--- src/hw/sps_pkg.sv ---
// Package: register map, fields, timing and types of the slot power sequencer
package sps_pkg;

	// ----------------------------------------------------------------
	// Register offsets
	// ----------------------------------------------------------------
	localparam logic [7:0] BUCK_SLOT_SELECT_OFS      = 8'h0B;
	localparam logic [7:0] LDO3_LDO4_SLOT_SELECT_OFS = 8'h0D;
	localparam logic [7:0] SEQUENCE_COMMAND_STATUS_OFS    = 8'h0E;

	// ----------------------------------------------------------------
	// Field positions
	// ----------------------------------------------------------------
	localparam int BUCK_SLOT_LSB      = 0;
	localparam int THIRD_LDO_SLOT_LSB = 0;
	localparam int FOURTH_LDO_SLOT_LSB = 3;
	localparam int SLOT_PERIOD_LSB    = 6;
	localparam int SEQ_COMMAND_LSB    = 4;
	localparam int SEQ_ACTIVE_BIT     = 3;
	localparam int CURRENT_SLOT_LSB   = 0;

	// ----------------------------------------------------------------
	// Reset values and codes
	// ----------------------------------------------------------------
	localparam logic [7:0] SLOT_SELECT_RST = 8'h00;
	localparam logic [1:0] SLOT_PERIOD_RST = 2'h0;
	localparam logic [2:0] SLOT_NONE       = 3'h0;
	localparam logic [2:0] SLOT_FIRST      = 3'h1;
	localparam logic [2:0] SLOT_LAST       = 3'h7;
	localparam logic [1:0] CMD_POWER_UP    = 2'h1;
	localparam logic [1:0] CMD_SHUTDOWN    = 2'h2;

	// ----------------------------------------------------------------
	// Timing: slot period is (select + 1) units of 500 us
	// ----------------------------------------------------------------
	localparam int CLK_MHZ       = 200;
	localparam int SLOT_UNIT_US  = 500;
	localparam int SLOT_UNIT_CYC = SLOT_UNIT_US * CLK_MHZ;

	// ----------------------------------------------------------------
	// Types
	// ----------------------------------------------------------------
	typedef enum logic [1:0] {
		SPS_IDLE = 2'b00,
		SPS_UP   = 2'b01,
		SPS_DOWN = 2'b10
	} sps_state_t;

	typedef struct packed {
		logic       wr;
		logic       rd;
		logic [7:0] addr;
		logic [7:0] wdata;
	} sps_reg_req_t;

	typedef struct packed {
		logic buck;
		logic third_ldo;
		logic fourth_ldo;
	} sps_rails_t;

endpackage

--- src/hw/sps_slot_timer.sv ---
// Slot timer: one-cycle pulse at the end of each sequencer slot
`timescale 1ns/100ps
module sps_slot_timer #(
	parameter int UNIT_CYCLES = sps_pkg::SLOT_UNIT_CYC
) (
	// Clock and reset
	input  wire logic       clk_sys,
	input  wire logic       sys_rst,
	// Control
	input  wire logic       run,
	input  wire logic       restart,
	input  wire logic [1:0] period_sel,
	// Status
	output logic            slot_end
);
	localparam int CW = $clog2(UNIT_CYCLES + 1);
	localparam logic [CW-1:0] UNIT_LAST = CW'(UNIT_CYCLES - 1);

	logic [CW-1:0] unit_cnt_q;
	logic [CW-1:0] unit_cnt_d;
	logic [1:0]    unit_idx_q;
	logic [1:0]    unit_idx_d;
	logic          slot_end_q;

	// ----------------------------------------------------------------
	// Next state
	// ----------------------------------------------------------------
	// Restart clears both counters so every slot gets its full period
	wire unit_done = run && !restart && (unit_cnt_q == UNIT_LAST);
	wire slot_done = unit_done && (unit_idx_q == period_sel);

	assign unit_cnt_d = (!run || restart || unit_done) ? '0 : unit_cnt_q + CW'(1);
	assign unit_idx_d = (!run || restart || slot_done) ? 2'h0
		: (unit_done ? unit_idx_q + 2'h1 : unit_idx_q);

	// ----------------------------------------------------------------
	// Registers
	// ----------------------------------------------------------------
	always_ff @(posedge clk_sys or posedge sys_rst) begin
		if (sys_rst) begin
			unit_cnt_q <= '0;
			unit_idx_q <= 2'h0;
			slot_end_q <= 1'b0;
		end else begin
			unit_cnt_q <= unit_cnt_d;
			unit_idx_q <= unit_idx_d;
			slot_end_q <= slot_done;
		end
	end

	assign slot_end = slot_end_q;

endmodule // sps_slot_timer

--- src/hw/sps_sequencer.sv ---
// Slot power sequencer: slot registers, sequence engine and rail enables
// ----------------------------------------------------------------
// Summary of operation
// - Fourth LDO field bits 5:3; zero means direct
// - Fourth LDO nonzero field picks power-up slot
// - Third LDO field bits 2:0; zero means direct
// - Third LDO nonzero field picks power-up slot
// - Seven slots, period 500us to 2ms
// - Command 01 starts power-up sequence
// - Command 10 shutdown; 11 and 00 ignored
// - Command field self-clears, reads 00
// - Active until slot 7 or 1 ends
// - Unused slots still run full period
// - Slot counter reads 000 when idle
// - Slot counter shows executing slot 1-7
// - Buck slot field, same encoding
// ----------------------------------------------------------------
`timescale 1ns/100ps
module sps_sequencer #(
	parameter int UNIT_CYCLES = sps_pkg::SLOT_UNIT_CYC
) (
	// Clock and reset
	input  wire logic                 clk_sys,
	input  wire logic                 sys_rst,
	// Register access from the serial front end
	input  wire sps_pkg::sps_reg_req_t reg_req,
	output logic [7:0]                reg_rdata,
	// Direct enable bits held elsewhere
	input  wire logic                 buck_direct_enable,
	input  wire logic                 third_ldo_direct_enable,
	input  wire logic                 fourth_ldo_direct_enable,
	// Rail enables
	output sps_pkg::sps_rails_t       rail_enable
);

	// ----------------------------------------------------------------
	// Declarations
	// ----------------------------------------------------------------
	sps_pkg::sps_state_t state_q;
	sps_pkg::sps_state_t state_d;
	logic [2:0]          buck_slot_field_q;
	logic [2:0]          third_ldo_slot_field_q;
	logic [2:0]          fourth_ldo_slot_field_q;
	logic [1:0]          slot_period_select_q;
	logic [2:0]          current_slot_q;
	logic [2:0]          current_slot_d;
	sps_pkg::sps_rails_t sequence_active_q;
	sps_pkg::sps_rails_t sequence_active_d;
	sps_pkg::sps_rails_t rail_d;
	sps_pkg::sps_rails_t rail_q;
	logic [7:0]          rdata_q;
	logic [7:0]          rdata_d;
	logic                slot_end;

	// Sequenced state of one rail: on in its slot going up, off in it going down
	function automatic logic rail_step(input logic cur, input logic [2:0] field,
		input sps_pkg::sps_state_t st, input logic [2:0] slot);
		logic hit;
		hit = (field != sps_pkg::SLOT_NONE) && (field == slot);
		if (hit && st == sps_pkg::SPS_UP)
			rail_step = 1'b1;
		else if (hit && st == sps_pkg::SPS_DOWN)
			rail_step = 1'b0;
		else
			rail_step = cur;
	endfunction

	// ----------------------------------------------------------------
	// Register decode
	// ----------------------------------------------------------------
	wire wr_buck = reg_req.wr && (reg_req.addr == sps_pkg::BUCK_SLOT_SELECT_OFS);
	wire wr_ldo  = reg_req.wr && (reg_req.addr == sps_pkg::LDO3_LDO4_SLOT_SELECT_OFS);
	wire wr_seq  = reg_req.wr && (reg_req.addr == sps_pkg::SEQUENCE_COMMAND_STATUS_OFS);
	wire [1:0] cmd = reg_req.wdata[sps_pkg::SEQ_COMMAND_LSB +: 2];
	wire idle = (state_q == sps_pkg::SPS_IDLE);
	// A command while a sequence runs is dropped; restarting mid-walk would
	// leave rails in an order neither sequence promises
	wire start_up   = wr_seq && idle && (cmd == sps_pkg::CMD_POWER_UP);
	wire start_down = wr_seq && idle && (cmd == sps_pkg::CMD_SHUTDOWN);
	wire active = !idle;

	// Command field never stored, so it reads 00
	wire [7:0] status_word = {slot_period_select_q, 2'b00, active, current_slot_q};

	// Unmapped offsets read zero so a stray read is harmless
	always_comb begin
		case (reg_req.addr)
			sps_pkg::BUCK_SLOT_SELECT_OFS:
				rdata_d = {5'h00, buck_slot_field_q};
			sps_pkg::LDO3_LDO4_SLOT_SELECT_OFS:
				rdata_d = {2'h0, fourth_ldo_slot_field_q, third_ldo_slot_field_q};
			sps_pkg::SEQUENCE_COMMAND_STATUS_OFS:
				rdata_d = status_word;
			default:
				rdata_d = 8'h00;
		endcase
	end

	// ----------------------------------------------------------------
	// Sequence engine
	// ----------------------------------------------------------------
	always_comb begin
		state_d        = state_q;
		current_slot_d = current_slot_q;
		case (state_q)
			sps_pkg::SPS_IDLE: begin
				if (start_up) begin
					state_d        = sps_pkg::SPS_UP;
					current_slot_d = sps_pkg::SLOT_FIRST;
				end else if (start_down) begin
					state_d        = sps_pkg::SPS_DOWN;
					current_slot_d = sps_pkg::SLOT_LAST;
				end
			end
			sps_pkg::SPS_UP: begin
				// Every slot runs out its period, used or not
				if (slot_end && current_slot_q == sps_pkg::SLOT_LAST) begin
					state_d        = sps_pkg::SPS_IDLE;
					current_slot_d = sps_pkg::SLOT_NONE;
				end else if (slot_end) begin
					current_slot_d = current_slot_q + 3'h1;
				end
			end
			sps_pkg::SPS_DOWN: begin
				if (slot_end && current_slot_q == sps_pkg::SLOT_FIRST) begin
					state_d        = sps_pkg::SPS_IDLE;
					current_slot_d = sps_pkg::SLOT_NONE;
				end else if (slot_end) begin
					current_slot_d = current_slot_q - 3'h1;
				end
			end
			default: begin
				state_d        = sps_pkg::SPS_IDLE;
				current_slot_d = sps_pkg::SLOT_NONE;
			end
		endcase
	end

	// ----------------------------------------------------------------
	// Slot timer
	// ----------------------------------------------------------------
	// Slot timer pulses at the end of each slot, one slot period at the selected rate
	sps_slot_timer #(
		.UNIT_CYCLES (UNIT_CYCLES)
	) u_slot_timer (
		.clk_sys    (clk_sys),
		.sys_rst    (sys_rst),
		.run        (active),
		.restart    (start_up || start_down),
		.period_sel (slot_period_select_q),
		.slot_end   (slot_end)
	);

	// ----------------------------------------------------------------
	// Rail control
	// ----------------------------------------------------------------
	assign sequence_active_d.buck = rail_step(sequence_active_q.buck, buck_slot_field_q,
		state_q, current_slot_q);
	assign sequence_active_d.third_ldo = rail_step(sequence_active_q.third_ldo, third_ldo_slot_field_q,
		state_q, current_slot_q);
	assign sequence_active_d.fourth_ldo = rail_step(sequence_active_q.fourth_ldo, fourth_ldo_slot_field_q,
		state_q, current_slot_q);

	// Zero field hands the rail back to its direct enable
	assign rail_d.buck = (buck_slot_field_q == sps_pkg::SLOT_NONE)
		? buck_direct_enable : sequence_active_q.buck;
	assign rail_d.third_ldo = (third_ldo_slot_field_q == sps_pkg::SLOT_NONE)
		? third_ldo_direct_enable : sequence_active_q.third_ldo;
	assign rail_d.fourth_ldo = (fourth_ldo_slot_field_q == sps_pkg::SLOT_NONE)
		? fourth_ldo_direct_enable : sequence_active_q.fourth_ldo;

	// ----------------------------------------------------------------
	// Registers
	// ----------------------------------------------------------------
	always_ff @(posedge clk_sys or posedge sys_rst) begin
		if (sys_rst) begin
			buck_slot_field_q       <= sps_pkg::SLOT_NONE;
			third_ldo_slot_field_q  <= sps_pkg::SLOT_NONE;
			fourth_ldo_slot_field_q <= sps_pkg::SLOT_NONE;
		end else begin
			if (wr_buck)
				buck_slot_field_q <= reg_req.wdata[sps_pkg::BUCK_SLOT_LSB +: 3];
			if (wr_ldo) begin
				third_ldo_slot_field_q  <= reg_req.wdata[sps_pkg::THIRD_LDO_SLOT_LSB +: 3];
				fourth_ldo_slot_field_q <= reg_req.wdata[sps_pkg::FOURTH_LDO_SLOT_LSB +: 3];
			end
		end
	end

	always_ff @(posedge clk_sys or posedge sys_rst) begin
		if (sys_rst) begin
			slot_period_select_q <= sps_pkg::SLOT_PERIOD_RST;
			state_q              <= sps_pkg::SPS_IDLE;
			current_slot_q       <= sps_pkg::SLOT_NONE;
		end else begin
			if (wr_seq)
				slot_period_select_q <= reg_req.wdata[sps_pkg::SLOT_PERIOD_LSB +: 2];
			state_q        <= state_d;
			current_slot_q <= current_slot_d;
		end
	end

	// Rails lag the slot by two edges; clean registered pins beat speed
	always_ff @(posedge clk_sys or posedge sys_rst) begin
		if (sys_rst) begin
			sequence_active_q <= '0;
			rail_q   <= '0;
			rdata_q  <= 8'h00;
		end else begin
			sequence_active_q <= sequence_active_d;
			rail_q   <= rail_d;
			if (reg_req.rd)
				rdata_q <= rdata_d;
		end
	end

	assign reg_rdata   = rdata_q;
	assign rail_enable = rail_q;

endmodule // sps_sequencer

--- config.mk ---
export PLATFORM = sky130hd
export DESIGN_NAME = sps_sequencer
export DESIGN_NICKNAME = d
export VERILOG_FILES = /design/src/hw/sps_pkg.sv /design/src/hw/sps_slot_timer.sv /design/src/hw/sps_sequencer.sv
export SDC_FILE = /design/constraint.sdc
export NUM_CORES = 1
export LEC_CHECK = 0
export ABC_CLOCK_PERIOD_IN_PS = 3800
export BUFFER_PORTS_ARGS = -buffer_cell sky130_fd_sc_hd__buf_2
export CAP_MARGIN = 30
export CORE_MARGIN = 1.5
export CORE_UTILIZATION = 25
export CTS_CLUSTER_DIAMETER = 120
export DETAILED_ROUTE_END_ITERATION = 16
export GPL_TIMING_DRIVEN = 0
export SYNTH_ARGS = -nofsm -noshare
export SYNTH_HDL_FRONTEND = slang
export SYNTH_HIERARCHICAL = 1
export SYNTH_SLANG_ARGS = --single-unit
--- constraint.sdc ---
create_clock -name clk_sys -period 3.8 [get_ports clk_sys]
set_input_delay 0.38 -clock clk_sys [delete_from_list [all_inputs] [get_ports clk_sys]]
set_output_delay 0.38 -clock clk_sys [all_outputs]
set_load 0.05 [all_outputs]
Yosys cells after proc, flatten, opt, wreduce, memory -nomap -nowiden
Cells that the tools add are included.

Add/sub/neg operators: 4. Equal/unequal tests: 19. Reductions and logical operators: 39. Multiplexer cells: 25.

Operator list (count): $eq 8x4->1 const B (3); $pmux 8 s3 (1); $logic_and 1x1->1 (20); $mux 3 (6); $add 17x1->17 const B (1); $eq 17x17->1 const B (1); $mux 17 (1); $mux 2 (6); $eq 3x3->1 (3); $logic_not 3->1 (3); $mux 1 (9); $pmux 3 s3 (1); $reduce_bool 3->1 (3); $reduce_bool 2->1 (4); $ne 3x2->1 const B (2); $pmux 2 s3 (1); $reduce_and 3->1 (2); $eq 2x1->1 const B (2); $eq 2x2->1 const B (2); $logic_or 1x1->1 (4); $ne 2x2->1 const B (2); $add 3x1->3 const B (1); $eq 3x1->1 const B (1); $eq 3x3->1 const B (1); other kinds (6) (7).

Input port bits: 23. Bits in registers: 50. Logic and storage cells: 103.

Depth between registers and ports, before layout
Depth in word-level cells: 11. Depth in mapped cells: 8.

By module
The synthesis kept the hierarchy.

Modules (own cells, without submodules): sps_sequencer (area each 1726.7 um2, times used 1, cells an instance 159, seq. area each 750.7 um2); sps_slot_timer (area each 1072.3 um2, times used 1, cells an instance 107, seq. area each 500.5 um2).

Worst setup path before layout
No wires, ideal clock.

Path kind: in2reg. From: input reg_req[15] in the netlist's numbering. To: register u_slot_timer.unit_cnt_q[10]. Data arrival time: 2.035 ns. Setup time: 0.119 ns. Setup slack: 1.646 ns. Required time: 3.681 ns. Stages on the path: 8. Cells stage by stage: or4_4 nor4_4 and2_2 nand2b_1 or2_1 buf_6 buf_12 nor2_1.

Longest elaborated chain between the ends: 10. Elaborated cells on any way between the ends: 12.

RTL lines: start, declared (RTL line sps_sequencer.sv:26) `input wire sps_pkg::sps_reg_req_t reg_req,`; $eq 8x4->1 (*) (RTL line sps_sequencer.sv:73) `wire wr_seq = reg_req.wr && (reg_req.addr == sps_pkg::SEQUENCE_COMMAND_STATUS_OFS);`; $logic_and 1x1->1 (*) (RTL line sps_sequencer.sv:73); $logic_and 1x1->1 (*) (RTL line sps_sequencer.sv:78, sps_sequencer.sv:79); $logic_and 1x1->1, on equally long branches (RTL line sps_sequencer.sv:78, sps_sequencer.sv:79); $logic_or 1x1->1 (*) (RTL line sps_sequencer.sv:149) `.restart (start_up || start_down),`; $logic_not 1->1 (RTL line sps_slot_timer.sv:29) `wire unit_done = run && !restart && (unit_cnt_q == UNIT_LAST);`; $logic_and 1x1->1 (2 in series) (RTL line sps_slot_timer.sv:29); $logic_or 1x1->1 (*) (RTL line sps_slot_timer.sv:32) `assign unit_cnt_d = (!run || restart || unit_done) ? '0 : unit_cnt_q + CW'(1);`; $mux 17 (*) (RTL line sps_slot_timer.sv:32); named net u_slot_timer.unit_cnt_d[10] (RTL line sps_slot_timer.sv:20) `logic [CW-1:0] unit_cnt_d;`; end signal, assigned (RTL line sps_slot_timer.sv:45) `unit_cnt_q <= unit_cnt_d;`; end, declared (RTL line sps_slot_timer.sv:19) `logic [CW-1:0] unit_cnt_q;`.

Mark *: on every way through the listed nets, which the timed path passes. The rest lies on a longest branch. A chain may end at the register's enable or synchronous reset.

Worst setup path after layout
From: register state_q[1]. To: register u_slot_timer.unit_cnt_q[14].

Longest elaborated chain between the ends: 9. Elaborated cells on any way between the ends: 12.

RTL lines: start, declared (RTL line sps_sequencer.sv:39) `sps_pkg::sps_state_t state_q;`; start signal, assigned (RTL line sps_sequencer.sv:193) `state_q <= sps_pkg::SPS_IDLE;`; start signal, assigned (RTL line sps_sequencer.sv:198) `state_q <= state_d;`; $logic_not 2->1 (*) (RTL line sps_sequencer.sv:75) `wire idle = (state_q == sps_pkg::SPS_IDLE);`; $logic_and 1x1->1 (RTL line sps_sequencer.sv:78, sps_sequencer.sv:79); $logic_and 1x1->1, on equally long branches (RTL line sps_sequencer.sv:78, sps_sequencer.sv:79); $logic_or 1x1->1 (RTL line sps_sequencer.sv:149); $logic_not 1->1 (RTL line sps_slot_timer.sv:29); $logic_and 1x1->1 (2 in series) (RTL line sps_slot_timer.sv:29); $logic_or 1x1->1 (*) (RTL line sps_slot_timer.sv:32); $mux 17 (*) (RTL line sps_slot_timer.sv:32); named net u_slot_timer.unit_cnt_d[14] (RTL line sps_slot_timer.sv:20).

Marked as above.

==> flow_metrics.py <==
metrics = {
    "status": {
        "status": "complete, no violations",
    },
    "synthesis": {
        "ys_types": 61,
        "synthArstFlopShare": 1.00,
        "synthCells": 266,
        "avgSynthCellArea_um2": 10.5,
        "yosysSeqAreaShare": 0.447,
        "synth-seq-cells": 50,
        "syn_nets": 294,
        "synthFlopType": "dfrtp_1",
        "yosysWarnings": 6,
        "synth.most_common_cell": "dfrtp_1",
        "synth.top_cells.by_count": "dfrtp_1 (50), nor2_1 (25), mux2_2 (14), xnor2_1 (14)",
        "synth_edf_count": 0,
        "yosys.area.top_type_share": 0.447,
        "synth.cell_area_mm2": 0.00280,
        "synth.largest_area_cell": "dfrtp_1",
        "yosys-top-cells-area": "dfrtp_1 (45%), mux2_2 (5.6%), xnor2_1 (4.4%), nor2_1 (3.4%), xor2_1 (2.8%)",
    },
    "finish": {
        "nets": 335,
        "diodes": 0,
        "fill_cells": 1124,
        "area_growth_syn_to_layout_pct": 18.2,
        "drive_above_1_share": 0.250,
    },
    "setup_path": {
        "rr_startpoint": "state_q[1]",
        "cp.arrival_ps": 2530,
        "crit_fanout": 10,
        "cp_data_required_time_ps": 3990,
        "r2r_end": "u_slot_timer/unit_cnt_q[14]",
        "reg2reg_depth": 8,
        "path_class": "reg2reg",
        "r2r_slack_ps": 1470,
        "endpoint_kind": "flip-flop",
        "start_kind": "flip-flop",
    },
    "die": {
        "core_mm2": 0.0109,
        "die_w_um": 109,
        "die_h_um": 109,
        "die_area_mm2": 0.0118,
        "ios": 34,
        "start_util": 0.257,
        "rows": 38,
    },
    "sta": {
        "min_period_over_period": 0.614,
        "setup-tns-final_ps": 0,
        "final-setup-viol-count": 0,
        "hold_viol_final": 0,
        "fmax_mhz": 428,
        "clock_skew_ps": 9.69,
        "fin_crit_ps": 2330,
        "worst_pin_slew_ps": 762,
        "rsz0062_at_grt": "no",
        "relSlewSlack": 0.491,
        "drv_slew": 0,
    },
    "placement": {
        "portBuffers": 33,
        "globalplace.congestion": 0.796,
        "dp_hpwl_mm": 4.64,
    },
    "clocking": {
        "cts_max_level": 2,
        "worstSkewPairLatency_ps": 300,
        "clockBufferDepth": 2,
        "cts_buffers": 5,
        "cts_root_buf": "clkbuf_8",
        "cts_tree": "built",
        "holdBufCountCts": 0,
        "path_clk_slew_ps": 100,
        "cts.sinks": 50,
        "cts_setup_buffers": 0,
        "ctsResizeCount": 0,
    },
    "detailed_routing": {
        "drt_iter0_drc": 71,
        "routedWlPerCell_um": 13.4,
        "wirelength_mm": 6.02,
        "viasPerCell": 4.73,
        "final_antenna_net_count": 0,
        "via_count": 2119,
        "drc": 0,
        "drtPass1Iterations": 4,
    },
    "power": {
        "power.density_mw_per_mm2": 385,
        "p_leak_nw": 1.49,
        "ir_drop_mv": 0.201,
        "power_mw": 1.27,
    },
    "grt": {
        "antenna_found_initial": 0,
        "grt_max_degree": 21,
        "grt_pass1_wl_mm": 10.4,
        "grt-ovfl-total": 0,
        "globalRouteTotalUtil": 0.111,
        "grt_pass1_vias": 2160,
    },
    "worst_hold_path": {
        "worst_hold_path_type": "in2async",
    },
    "flow_run": {
        "maxCapViolCount": 0,
    },
}
## through the flow
stage	std cells	setup WS, ps	cell area, um2	utilization	hold WS (ps)
floorplan	266	1650	2800	-	344
CTS	448	1460	3310	0.304	132
finish	448	1470	3310	0.304	115
global route	448	1310	3310	0.304	147
global placement	439	1320	3140	0.288	464
detailed placement	440	1310	3170	0.291	474
## placed cells by master, fill, tap and decap left out, types with 2 or more instances in the layout
cell type  instances
nor4_4             2
a21boi_0           2
o21ai_0           10
nand4b_1           2
xnor2_1           14
clkbuf_8           6
nor2_1            25
nand2_1           13
mux2i_1            4
or3_1              2
mux2_2            14
o2bb2ai_1          7
buf_2             34
nor2b_1            4
bufinv_16          2
a22o_1             3
nand3b_1           5
inv_1             10
a21oi_1            4
nor3_1             7
or2_2              2
xor2_1             9
dfrtp_1           50
ha_1               5
nand2b_1           5
nor4_1             5
a22oi_1            5
nand4_1            4
nand3_1           13
and2b_1            2
clkbuf_1           3
and3_1             3
## routing by layer
layer | vias to the layer above | part of all wire | GRT usage
met1 | 1048 | 0.49 | 0.146
li1 | 1041 | - | -
met2 | 24 | 0.47 | 0.185
met4 | 0 | 0.010 | 0.0310
met3 | 6 | 0.025 | 0.0203
met5 | - | 0 | 0
## power breakdown
| group | switching [mW] | total, mW | internal [mW] |
|---|---|---|---|
| logic | 0.108 | 0.187 | 0.0793 |
| registers | 0.0502 | 0.623 | 0.573 |
| clock network | 0.182 | 0.463 | 0.281 |
| total | 0.340 | 1.27 | 0.933 |
## cells by family (layout without fill, tap and decap cells)
logic type	after synthesis	after routing	share of synthesized area
buffers and inverters	17	59	0.0317
flip-flops	50	50	0.447
AO/OA/AOI/OAI	43	43	0.117
multiplexers	18	18	0.0706
XOR/XNOR	23	23	0.0720
adder cells (fa/ha/maj)	6	6	0.0259
AND/OR/NAND/NOR	109	109	0.236
## how the worst max path moves through the flow
stage,from,end,slack [ps],cells past startpoint
CTS,state_q[1],u_slot_timer/unit_cnt_q[14],1460,8
global placement,reg_req[15],u_slot_timer/unit_cnt_q[13],1320,9
finish,state_q[1],u_slot_timer/unit_cnt_q[14],1470,8
floorplan,reg_req[15],u_slot_timer/unit_cnt_q[10],1650,8
detailed placement,reg_req[15],u_slot_timer/unit_cnt_q[14],1310,9
global route,state_q[1],u_slot_timer/unit_cnt_q[12],1310,8
## cell type report
cell class | instances | area, um2 | share of cell area
Buffer | 6 | 47.5 | 0.0144
Clock buffer | 6 | 82.6 | 0.0250
Clock inverter | 2 | 60.1 | 0.0181
Inverter | 11 | 41.3 | 0.0125
Multi-Input combinational cell | 199 | 1460 | 0.441
Sequential cell | 50 | 1250 | 0.378
Tap cell | 140 | 175 | 0.0529
Timing Repair Buffer | 34 | 193 | 0.0582
## critical path: stages (launching register included)
cell and delay (ps):
dfrtp_1 470, or4bb_1 580, nor4_4 350, and2_2 220, nand2b_1 160, or2_1 140
buf_6 140, buf_12 120, nor2_1 50
## registers in the layout (all words and copies together), names as in the netlist
register and count:
sequence_active_q 3, third_ldo_slot_field_q 3, fourth_ldo_slot_field_q 3, slot_period_select_q 2
u_slot_timer/unit_cnt_q 17, current_slot_q 3, u_slot_timer/unit_idx_q 2, reg_rdata 8
state_q 2, u_slot_timer/slot_end 1, buck_slot_field_q 3, rail_enable 3
Note: power is estimated with default switching activity, not from simulation.
